==> config.mk <==
export PLATFORM = sky130hd
export DESIGN_NAME = adc_sync_sleep_regif
export DESIGN_NICKNAME = d
export VERILOG_FILES = /design/src/design/adc_sync_pkg.sv /design/src/design/adc_sync_sleep_regif.sv
export VERILOG_INCLUDE_DIRS = /design/src /design/src/design
export SDC_FILE = /design/constraint.sdc
export NUM_CORES = 1
export LEC_CHECK = 0
export BUFFER_PORTS_ARGS = -buffer_cell sky130_fd_sc_hd__buf_2
export CELL_PAD_IN_SITES_DETAIL_PLACEMENT = 1
export CELL_PAD_IN_SITES_GLOBAL_PLACEMENT = 1
export CORE_MARGIN = 2
export CORE_UTILIZATION = 42
export DETAILED_ROUTE_END_ITERATION = 8
export GPL_TIMING_DRIVEN = 0
export PLACE_DENSITY = 0.8
export SLEW_MARGIN = 25
export SYNTH_ARGS = -nofsm -noshare
export SYNTH_HDL_FRONTEND = slang
export SYNTH_SLANG_ARGS = --single-unit
==> constraint.sdc <==
create_clock -name MCLK -period 3.15 [get_ports MCLK]
set_input_delay 0.4725 -clock MCLK [delete_from_list [all_inputs] [get_ports MCLK]]
set_output_delay 0.4725 -clock MCLK [all_outputs]
set_load 0.02 [all_outputs]
==> src/design/adc_sync_defs.svh <==
// Register indices, field masks and timing counts for the converter register interface
`ifndef ADC_SYNC_DEFS_SVH
`define ADC_SYNC_DEFS_SVH

// ----------------------------------------------------------------------
// Register indices (byte address is four times the index)
// ----------------------------------------------------------------------
`define IX_CTL_A    6'h00
`define IX_REF      6'h01
`define IX_AVG      6'h02
`define IX_SAMP     6'h03
`define IX_CTL_B    6'h04
`define IX_WIN      6'h08
`define IX_TRIG     6'h0c
`define IX_INSEL    6'h10
`define IX_EVT      6'h14
`define IX_IEN_CLR  6'h16
`define IX_IEN_SET  6'h17
`define IX_IFLAG    6'h18
`define IX_STAT     6'h19
`define IX_RES      6'h1a
`define IX_WLO      6'h1c
`define IX_WHI      6'h20
`define IX_GAIN     6'h24
`define IX_OFFS     6'h26
`define IX_CAL      6'h28
`define IX_DBG      6'h2a

// ----------------------------------------------------------------------
// Writable bit masks and reset value
// ----------------------------------------------------------------------
`define M_REF       32'h0000008f
`define M_AVG       32'h0000007f
`define M_SAMP      32'h0000003f
`define M_CTL_B     32'h0000073f
`define M_WIN       32'h00000007
`define M_TRIG      32'h00000003
`define M_INSEL     32'h0fff1f1f
`define M_EVT       32'h00000033
`define M_W16       32'h0000ffff
`define M_COR       32'h00000fff
`define M_CAL       32'h000007ff
`define M_DBG       32'h00000001
`define RST_VAL     32'h00000000

// ----------------------------------------------------------------------
// Field positions
// ----------------------------------------------------------------------
`define CA_SOFT_RESET_BIT    0
`define CA_EN       1
`define CA_RSTBY    2
`define TRIG_FLUSH  0
`define TRIG_START  1
`define EV_STARTEI  0
`define EV_FLUSHEI  1
`define FL_SYNC     3

// ----------------------------------------------------------------------
// Timing
// ----------------------------------------------------------------------
`define CLK_NS      100
`define SYNC_CYC    4
`define STARTUP_NS  20000
`define STARTUP_CYC ((`STARTUP_NS + `CLK_NS - 1) / `CLK_NS)

`endif

==> src/design/adc_sync_pkg.sv <==
// Types shared by the converter register interface
package adc_sync_pkg;

  typedef enum logic [2:0] {
    PW_ACTIVE = 3'b001,
    PW_HALT   = 3'b010,
    PW_WARM   = 3'b100
  } pwr_state_t;

  typedef struct packed {
    logic [15:0] ctl_b;
    logic [2:0]  win_mode;
    logic [31:0] in_sel;
    logic [15:0] win_lo;
    logic [15:0] win_hi;
  } core_cfg_t;

  typedef struct packed {
    logic [7:0]  ref_ctl;
    logic [6:0]  avg_ctl;
    logic [5:0]  samp_ctl;
    logic [7:0]  evt_ctl;
    logic [11:0] gain_cor;
    logic [11:0] offs_cor;
    logic [10:0] cal;
    logic        dbg_run;
  } aux_cfg_t;

endpackage

==> src/design/adc_sync_sleep_regif.sv <==
// Converter register interface with domain synchronization and standby control
`timescale 1ns/10ps
`include "adc_sync_defs.svh"

module adc_sync_sleep_regif #(
  parameter int SYNC_CYCLES    = `SYNC_CYC,
  parameter int STARTUP_CYCLES = `STARTUP_CYC
) (
  input  wire logic                    MCLK,
  input  wire logic                    RST_N,
  input  wire logic [7:0]              PADDR,
  input  wire logic                    PSEL,
  input  wire logic                    PENABLE,
  input  wire logic                    PWRITE,
  input  wire logic [31:0]             PWDATA,
  input  wire logic [3:0]              PSTRB,
  output logic      [31:0]             PRDATA,
  output logic                         PREADY,
  output logic                         PSLVERR,
  input  wire logic                    PROT_ON,
  input  wire logic                    SLEEP_STDBY,
  input  wire logic                    EVT_START,
  input  wire logic                    EVT_FLUSH,
  input  wire logic                    RES_READY,
  input  wire logic                    OVERRUN_EV,
  input  wire logic                    WIN_MATCH,
  input  wire logic [15:0]             RESULT_IN,
  output adc_sync_pkg::core_cfg_t      CORE_CFG,
  output adc_sync_pkg::aux_cfg_t       AUX_CFG,
  output logic                         CONV_ENABLE,
  output logic                         CONV_RUN,
  output logic                         ANALOG_ON,
  output logic                         CONV_START,
  output logic                         CONV_FLUSH,
  output logic                         IRQ,
  output logic                         WAKE_REQ
);
  import adc_sync_pkg::*;

  // --------------------------------------------------------------------
  // Declarations
  // --------------------------------------------------------------------
  logic [31:0] regs_r [0:63];
  logic [31:0] prdata_r;
  logic        pready_r;
  logic        pslverr_r;
  logic        soft_reset_bit_r;
  logic        en_r;
  logic        rstby_r;
  logic [3:0]  inten_r;
  logic [3:0]  flag_r;
  logic [3:0]  flag_nxt;
  logic [3:0]  sync_cnt_r;
  logic        core_en_r;
  core_cfg_t   core_r;
  logic        slp1_r;
  logic        slp2_r;
  logic        slp3_r;
  logic        sleep_r;
  pwr_state_t  pw_r;
  logic [15:0] warm_cnt_r;
  logic        run_r;
  logic        ana_r;
  logic        start_r;
  logic        flush_r;
  logic        irq_r;
  logic        wake_r;

  function automatic logic [31:0] merge(input logic [31:0] old, input logic [31:0] wd,
                                        input logic [3:0] strb);
    logic [31:0] res;
    res = old;
    for (int b = 0; b < 4; b++) begin
      if (strb[b]) begin
        res[b*8 +: 8] = wd[b*8 +: 8];
      end
    end
    return res;
  endfunction

  function automatic logic [31:0] mask_of(input logic [5:0] ix);
    case (ix)
      `IX_REF:   mask_of = `M_REF;
      `IX_AVG:   mask_of = `M_AVG;
      `IX_SAMP:  mask_of = `M_SAMP;
      `IX_CTL_B: mask_of = `M_CTL_B;
      `IX_WIN:   mask_of = `M_WIN;
      `IX_TRIG:  mask_of = `M_TRIG;
      `IX_INSEL: mask_of = `M_INSEL;
      `IX_EVT:   mask_of = `M_EVT;
      `IX_WLO:   mask_of = `M_W16;
      `IX_WHI:   mask_of = `M_W16;
      `IX_GAIN:  mask_of = `M_COR;
      `IX_OFFS:  mask_of = `M_COR;
      `IX_CAL:   mask_of = `M_CAL;
      `IX_DBG:   mask_of = `M_DBG;
      default:   mask_of = 32'h00000000;
    endcase
  endfunction

  // --------------------------------------------------------------------
  // Bus decode
  // --------------------------------------------------------------------
  wire [5:0]  idx      = PADDR[7:2];
  wire [31:0] wmask    = mask_of(idx);
  wire        hit_ca   = (idx == `IX_CTL_A);
  wire        hit_iclr = (idx == `IX_IEN_CLR);
  wire        hit_iset = (idx == `IX_IEN_SET);
  wire        hit_flag = (idx == `IX_IFLAG);
  wire        hit_stat = (idx == `IX_STAT);
  wire        hit_res  = (idx == `IX_RES);
  wire        special  = hit_ca | hit_iclr | hit_iset | hit_flag | hit_stat | hit_res;
  wire        mapped   = special | (wmask != 32'h00000000);
  wire        access   = PSEL & PENABLE;
  wire        busy     = (sync_cnt_r != 4'h0);
  wire        sync_done = (sync_cnt_r == 4'h1);
  // Status and result are read-only, flags stay clearable so a handler can always ack
  wire        wp_block = PROT_ON & ~hit_flag & ~hit_stat & ~hit_res;
  wire        ep_block = (idx == `IX_CAL) & en_r;
  wire        wr_syncd = (hit_ca & PSTRB[0]) | (idx == `IX_CTL_B)
                       | (idx == `IX_TRIG) | (idx == `IX_WIN) | (idx == `IX_INSEL)
                       | (idx == `IX_WLO) | (idx == `IX_WHI);
  wire        rd_syncd = (idx == `IX_TRIG) | (idx == `IX_INSEL);
  wire        blocked  = wp_block | ep_block;
  wire        sync_op  = PWRITE ? (wr_syncd & ~blocked) : rd_syncd;
  wire        stall    = sync_op & busy;
  wire        go       = access & ~pready_r & ~stall;
  wire        commit   = access & pready_r;
  wire        wr_ok    = commit & PWRITE & mapped & ~blocked;
  wire        sync_go  = commit & sync_op & mapped;
  wire        ca_wr    = wr_ok & hit_ca & PSTRB[0];
  wire        soft_reset_bit_wr = ca_wr & PWDATA[`CA_SOFT_RESET_BIT];
  wire        soft_reset_bit_do = sync_done & soft_reset_bit_r;
  wire        upd_core = sync_done & ~soft_reset_bit_r;

  // Of the read-synchronized registers, input select answers with the converter-side copy; trigger reads the bus-side register
  wire [31:0] rd_val =
      hit_ca   ? {29'h0, rstby_r, en_r, soft_reset_bit_r} :
      hit_iclr ? {28'h0, inten_r} :
      hit_iset ? {28'h0, inten_r} :
      hit_flag ? {28'h0, flag_r} :
      hit_stat ? {24'h0, busy, 7'h00} :
      hit_res  ? {16'h0, RESULT_IN} :
      (idx == `IX_INSEL) ? core_r.in_sel :
      regs_r[idx];

  // --------------------------------------------------------------------
  // APB answer: ready one cycle after the access phase starts unless stalled
  // --------------------------------------------------------------------
  always_ff @(posedge MCLK or negedge RST_N) begin
    if (!RST_N) begin
      pready_r  <= 1'b0;
      prdata_r  <= 32'h00000000;
      pslverr_r <= 1'b0;
    end else begin
      pready_r  <= go;
      pslverr_r <= go & ~mapped;
      prdata_r  <= (go & ~PWRITE & mapped) ? rd_val : 32'h00000000;
    end
  end

  // --------------------------------------------------------------------
  // Plain registers, one per index
  // --------------------------------------------------------------------
  for (genvar i = 0; i < 64; i++) begin : g_reg
    localparam logic [5:0] IX = 6'(i);
    wire hit = wr_ok & (idx == IX) & (mask_of(IX) != 32'h00000000);
    always_ff @(posedge MCLK or negedge RST_N) begin
      if (!RST_N) begin
        regs_r[i] <= `RST_VAL;
      end else if (soft_reset_bit_do && IX != `IX_DBG) begin
        regs_r[i] <= `RST_VAL;
      end else if (sync_done && IX == `IX_TRIG) begin
        regs_r[i] <= `RST_VAL;
      end else if (hit) begin
        regs_r[i] <= merge(regs_r[i], PWDATA, PSTRB) & mask_of(IX);
      end
    end
  end

  // --------------------------------------------------------------------
  // Control A and the crossing tracker
  // --------------------------------------------------------------------
  always_ff @(posedge MCLK or negedge RST_N) begin
    if (!RST_N) begin
      soft_reset_bit_r <= 1'b0;
      en_r    <= 1'b0;
      rstby_r <= 1'b0;
    end else if (soft_reset_bit_do) begin
      soft_reset_bit_r <= 1'b0;
      en_r    <= 1'b0;
      rstby_r <= 1'b0;
    end else if (soft_reset_bit_wr) begin
      soft_reset_bit_r <= 1'b1;
    end else if (ca_wr) begin
      en_r    <= PWDATA[`CA_EN];
      rstby_r <= PWDATA[`CA_RSTBY];
    end
  end

  always_ff @(posedge MCLK or negedge RST_N) begin
    if (!RST_N) begin
      sync_cnt_r <= 4'h0;
    end else if (sync_go) begin
      sync_cnt_r <= 4'(SYNC_CYCLES);
    end else if (busy) begin
      sync_cnt_r <= sync_cnt_r - 4'h1;
    end
  end

  // Converter-side copies change only when a crossing lands
  always_ff @(posedge MCLK or negedge RST_N) begin
    if (!RST_N) begin
      core_r    <= '0;
      core_en_r <= 1'b0;
    end else if (soft_reset_bit_do) begin
      core_r    <= '0;
      core_en_r <= 1'b0;
    end else if (upd_core) begin
      core_en_r       <= en_r;
      core_r.ctl_b    <= regs_r[`IX_CTL_B][15:0];
      core_r.win_mode <= regs_r[`IX_WIN][2:0];
      core_r.in_sel   <= regs_r[`IX_INSEL];
      core_r.win_lo   <= regs_r[`IX_WLO][15:0];
      core_r.win_hi   <= regs_r[`IX_WHI][15:0];
    end
  end

  // --------------------------------------------------------------------
  // Interrupt enable and flags
  // --------------------------------------------------------------------
  wire [3:0] flag_set = {sync_done, WIN_MATCH, OVERRUN_EV, RES_READY};
  wire [3:0] flag_clr = (wr_ok & hit_flag & PSTRB[0]) ? PWDATA[3:0] : 4'h0;

  // A new event in the clearing cycle survives the clear
  assign flag_nxt = (flag_r & ~flag_clr) | flag_set;

  always_ff @(posedge MCLK or negedge RST_N) begin
    if (!RST_N) begin
      inten_r <= 4'h0;
      flag_r  <= 4'h0;
    end else if (soft_reset_bit_do) begin
      inten_r <= 4'h0;
      flag_r  <= 4'(1 << `FL_SYNC);
    end else begin
      flag_r <= flag_nxt;
      if (wr_ok && hit_iset && PSTRB[0]) begin
        inten_r <= inten_r | PWDATA[3:0];
      end else if (wr_ok && hit_iclr && PSTRB[0]) begin
        inten_r <= inten_r & ~PWDATA[3:0];
      end
    end
  end

  // --------------------------------------------------------------------
  // Standby sleep
  // --------------------------------------------------------------------
  // Sleep request is from the power manager, so it is filtered through three stages
  always_ff @(posedge MCLK or negedge RST_N) begin
    if (!RST_N) begin
      slp1_r  <= 1'b0;
      slp2_r  <= 1'b0;
      slp3_r  <= 1'b0;
      sleep_r <= 1'b0;
    end else begin
      slp1_r <= SLEEP_STDBY;
      slp2_r <= slp1_r;
      slp3_r <= slp2_r;
      if (slp2_r == slp3_r) begin
        sleep_r <= slp3_r;
      end
    end
  end

  wire halt_req = sleep_r & ~rstby_r;

  always_ff @(posedge MCLK or negedge RST_N) begin
    if (!RST_N) begin
      pw_r       <= PW_ACTIVE;
      warm_cnt_r <= 16'h0000;
    end else begin
      case (pw_r)
        PW_ACTIVE: begin
          if (halt_req) begin
            pw_r <= PW_HALT;
          end
        end
        PW_HALT: begin
          if (!halt_req) begin
            pw_r       <= PW_WARM;
            warm_cnt_r <= 16'(STARTUP_CYCLES);
          end
        end
        PW_WARM: begin
          if (halt_req) begin
            pw_r <= PW_HALT;
          end else if (warm_cnt_r <= 16'h0001) begin
            pw_r <= PW_ACTIVE;
          end else begin
            warm_cnt_r <= warm_cnt_r - 16'h0001;
          end
        end
        default: begin
          pw_r <= PW_ACTIVE;
        end
      endcase
    end
  end

  // --------------------------------------------------------------------
  // Converter controls
  // --------------------------------------------------------------------
  // Keep-running leaves the state machine active, so run continues in sleep
  wire run_ok   = core_en_r & (pw_r == PW_ACTIVE) & ~halt_req;
  wire [7:0] ev = regs_r[`IX_EVT][7:0];
  wire [31:0] trg = regs_r[`IX_TRIG];
  wire sw_ok    = upd_core & ~sleep_r;
  wire start_nx = run_ok & ((EVT_START & ev[`EV_STARTEI]) | (sw_ok & trg[`TRIG_START]));
  wire flush_nx = run_ok & ((EVT_FLUSH & ev[`EV_FLUSHEI]) | (sw_ok & trg[`TRIG_FLUSH]));
  wire irq_any  = |(flag_r & inten_r);

  always_ff @(posedge MCLK or negedge RST_N) begin
    if (!RST_N) begin
      run_r   <= 1'b0;
      ana_r   <= 1'b0;
      start_r <= 1'b0;
      flush_r <= 1'b0;
      irq_r   <= 1'b0;
      wake_r  <= 1'b0;
    end else begin
      run_r   <= run_ok;
      ana_r   <= core_en_r & (pw_r != PW_HALT) & ~halt_req;
      start_r <= start_nx;
      flush_r <= flush_nx;
      irq_r   <= irq_any;
      wake_r  <= sleep_r & rstby_r & irq_any;
    end
  end

  // --------------------------------------------------------------------
  // Outputs
  // --------------------------------------------------------------------
  assign PRDATA           = prdata_r;
  assign PREADY           = pready_r;
  assign PSLVERR          = pslverr_r;
  assign CORE_CFG         = core_r;
  assign CONV_ENABLE      = core_en_r;
  assign CONV_RUN         = run_r;
  assign ANALOG_ON        = ana_r;
  assign CONV_START       = start_r;
  assign CONV_FLUSH       = flush_r;
  assign IRQ              = irq_r;
  assign WAKE_REQ         = wake_r;
  assign AUX_CFG.ref_ctl  = regs_r[`IX_REF][7:0];
  assign AUX_CFG.avg_ctl  = regs_r[`IX_AVG][6:0];
  assign AUX_CFG.samp_ctl = regs_r[`IX_SAMP][5:0];
  assign AUX_CFG.evt_ctl  = regs_r[`IX_EVT][7:0];
  assign AUX_CFG.gain_cor = regs_r[`IX_GAIN][11:0];
  assign AUX_CFG.offs_cor = regs_r[`IX_OFFS][11:0];
  assign AUX_CFG.cal      = regs_r[`IX_CAL][10:0];
  assign AUX_CFG.dbg_run  = regs_r[`IX_DBG][0];

endmodule

==> summary by stage <==
Run status
The run finished, with violations left. The final reports fail on negative setup slack.

Placed design
The placer's final routability congestion estimate is 0.988. The total placed instance area is 14800 um^2. The HPWL after detailed placement is 39400 um. The number of buffers added on ports is 224.

Route
The sum of routed wire length over all layers is 53900 um. The residual DRC count is 0. In this run, the number of DRC markers left after iteration 0 of detailed routing was 1179. The count of nets left with antenna violations once routing finished came out at 0. The average vias per placed instance is 5.92. The average routed wire per standard cell is 25.9 um.

The final route contains 12300 vias. For this run, the detailed router's first-pass iteration total came to 5.

STA
Setup violations remaining at the end of the flow were counted as 1. Setup slack on the critical path of the routed design comes to -0.00448 ns. Derived from the worst setup path, the maximum achievable clock frequency is 317 MHz.

At the pin with the least slew margin, the transition time is 1.10 ns. Setup repair after global routing could not meet its margin everywhere. The final critical-path required period is 3.15 ns. The final-report max-slew violation count is 0. The worst-case headroom to the max-slew limit is 26.1%. The ratio of final minimum period to clock period is 100%. On the final layout, the worst clock skew is 0.0135 ns.

The final-report hold violation count is 0.

Global routing
The number of antenna violations at the first check in global routing came to 2. The via count of the first global-routing pass is 12700. The first global-routing pass estimated 80600 um of wire. The overall overflow remaining after global route is 0. The overall track demand over capacity in global routing is 32.6%. Entering global routing, the biggest net connects 95 pins.

Yosys
The proportion of synthesized flip-flops having asynchronous set or reset is 100%. The flip-flop and latch count after synthesis is 267. The library cell occupying the most area in the post-synthesis netlist is sky130_fd_sc_hd__dfrtp_1. The warning count from the yosys run is 0. The most instantiated flip-flop cell in the synthesis netlist is sky130_fd_sc_hd__dfrtp_1.

The sequential fraction of the synthesis area is 51.4%. The mean instance size in the synthesized netlist is 9.49 um^2. The area of the mapped netlist is 13000 um^2. In this run, distinct cell masters in the synthesized netlist total 82. The number of synthesized flops with an enable pin is 0. Synthesis handed over a netlist of 1372 instances. Yosys attributes the largest share of cell area to sky130_fd_sc_hd__dfrtp_1 (51%), sky130_fd_sc_hd__nand2_1 (6.7%), sky130_fd_sc_hd__o21ai_0 (6.3%). After synthesis, the largest area contributor takes up 51.1% of total cell area.

Final layout
Cells with a size suffix above 1 make up 25.3% of the layout. Leaving out fill and tap cells, the most frequent cell in the layout is sky130_fd_sc_hd__dfrtp_1. The filler cells instantiated in the layout total 3589.

The net total in the final layout is 1736. Measured on the finished design, the core utilization comes to 52.0%. The multi-input combinational cell area is 5390 um^2.

With fillers left out, the area of the finished cells amounts to 15900 um^2. The area growth from synthesis to layout is 22.3%. The library cells used most frequently in the layout, excluding fill and tap cells, are sky130_fd_sc_hd__dfrtp_1 (266), sky130_fd_sc_hd__buf_2 (235), sky130_fd_sc_hd__nand2_1 (234), sky130_fd_sc_hd__o21ai_0 (164), sky130_fd_sc_hd__nand3_1 (100). The sequential cells in the finished layout cover a total of 6680 um^2.

Power and ir drop
For this design the static power due to leakage is 0.00782 uW. The power density normalized to cell area is 698 nW/um^2. The worst-case IR drop observed on VDD is 0.000456 V.

Clock network
In this run, CTS created clock tree buffers numbering 30. The CTS tree is built. Clock-pin slew was measured on the worst setup and hold paths at 0.06 ns.

In this run the number of H-tree levels came out at 1. Clock tree synthesis found a total of 267 sinks. The number of buffers between clock root and the deepest sink is 3. The root buffer cell is sky130_fd_sc_hd__clkbuf_16.

The clock latency on the worst-skew pair is 0.57 ns.

Floorplan
The area of the die is 32400 um^2. The count of boundary I/O pins is 261. After floorplanning, the core was divided into 64 placement rows.

The die is 180 um tall. In this run the horizontal extent of the chip is 180 um. For this configuration, the core starts out at a cell density of 42.5%.

The area inside the core boundary is 30600 um^2.

Critical path
STA puts the critical path data arrival time at 3.51 ns. The startpoint class of the critical path is a primary input. The type of the worst setup path is primary input to register. The kind of capture point of the worst setup path is a register.

The largest fanout on the critical path is 10. The critical path data required time is 3.50 ns.

Min path
The type of the most critical hold path is primary input to register.

Flow run
The count of maximum capacitance violations is 0.
what timing repair did:
item,4_1_cts,5_1_grt
gates resized for setup,1,3
endpoints found under the setup margin,1,10
setup buffers,0,0
hold buffers,1,0
hold endpoints to repair,40,0
cells by family after synthesis:
group / Yosys count / share of synthesized area, %
DFF: 267 / 51.4
other: 1 / 0.0288
xor gates and xnor gates: 5 / 0.336
AOI/OAI and AO/OA: 308 / 14.7
buffers and inverters: 197 / 8.40
and+or+nand+nor: 526 / 19.7
adders and majority gates: 6 / 0.558
muxes: 62 / 4.86
cells in the mapped netlist, types with 10 or more instances:
cell / count
sky130_fd_sc_hd__buf_4: 88
sky130_fd_sc_hd__buf_2: 12
sky130_fd_sc_hd__nand3_1: 100
sky130_fd_sc_hd__inv_1: 17
sky130_fd_sc_hd__nand2_1: 234
sky130_fd_sc_hd__dfrtp_1: 266
sky130_fd_sc_hd__clkbuf_1: 66
sky130_fd_sc_hd__nor3_1: 22
sky130_fd_sc_hd__buf_1: 12
sky130_fd_sc_hd__nor2_1: 45
sky130_fd_sc_hd__a21oi_1: 25
sky130_fd_sc_hd__and3_1: 24
sky130_fd_sc_hd__a22oi_1: 12
sky130_fd_sc_hd__o22ai_1: 12
sky130_fd_sc_hd__o21ai_0: 164
sky130_fd_sc_hd__nand4_1: 17
sky130_fd_sc_hd__mux2_2: 10
sky130_fd_sc_hd__and2_1: 13
sky130_fd_sc_hd__mux2i_1: 52
critical path: stages:
cell	delay, ns
sky130_fd_sc_hd__buf_2	0.19
sky130_fd_sc_hd__clkbuf_1	0.43
sky130_fd_sc_hd__buf_1	0.55
sky130_fd_sc_hd__a21oi_1	0.23
sky130_fd_sc_hd__o21ai_2	0.62
sky130_fd_sc_hd__clkbuf_1	0.73
sky130_fd_sc_hd__a211oi_1	0.27
final timing paths:
kind                                            from  depth (start not counted)  slack [ns]             endpoint
setup / recovery                            PADDR[4]                          7      -0.004  PRDATA[0]$_DFF_PN0_
hold / removal                           SLEEP_STDBY                          1        0.03     slp1_r$_DFF_PN0_
setup reg to reg           sync_cnt_r[0]$_DFFE_PN0P_                          7        0.08  PRDATA[0]$_DFF_PN0_
hold reg to reg                     slp1_r$_DFF_PN0_                          0        0.36     slp2_r$_DFF_PN0_
max in group asynchronous                      RST_N                          4        1.58  flag_r[2]$_DFF_PN0_
min in group asynchronous                      RST_N                          2        0.41  PRDATA[9]$_DFF_PN0_
per-layer routing:
metal | up-vias | track usage, % | wire length (um)
met2 | 631 | 51.8 | 24700
met5 | - | 0 | 7
met1 | 6209 | 43.9 | 22500
met4 | 2 | 13.0 | 2300
met3 | 133 | 6.83 | 4480
li1 | 5333 | - | -
where the power goes:
group	switching, uW	internal, uW	total [uW]
logic	1900	992	2890
clock network	1500	2140	3650
registers	602	3980	4580
total	4000	7110	11100
sequential cells by signal (all words and copies together), names as in the netlist, 3 cells and up:
name / count
inten_r: 4
CORE_CFG: 66
PRDATA: 28
regs_r: 66
AUX_CFG: 58
flag_r: 4
pw_r: 3
warm_cnt_r: 16
sync_cnt_r: 4
layout make-up:
type                       instances  area share, %
clock buffer                      43           5.66
multi-input combinational        935           33.9
timing repair buffer             228           7.69
clock inverter                    13          0.794
buffer                           180           6.47
sequential                       267           42.0
tap                              396           3.11
antenna                            1         0.0157
inverter                          17          0.401
through the flow:
stage | setup TNS, ns | total power [uW] | worst slack (ns) | std cells | hold WS [ns]
floorplan | 0 | 6180 | 0.853 | 1399 | 0.177
global placement | -885.55 | 7300 | -3.31 | 2019 | 0.334
detailed placement | -11.24 | 7450 | -0.611 | 2022 | 0.343
CTS | 0 | 11100 | 0.162 | 2079 | 0.0159
global route | -0.0250 | 11600 | -0.0250 | 2080 | 0.00897
finish | -0.00448 | 11100 | -0.00448 | 2080 | 0.0301
Power figures use the tool's default switching activity.
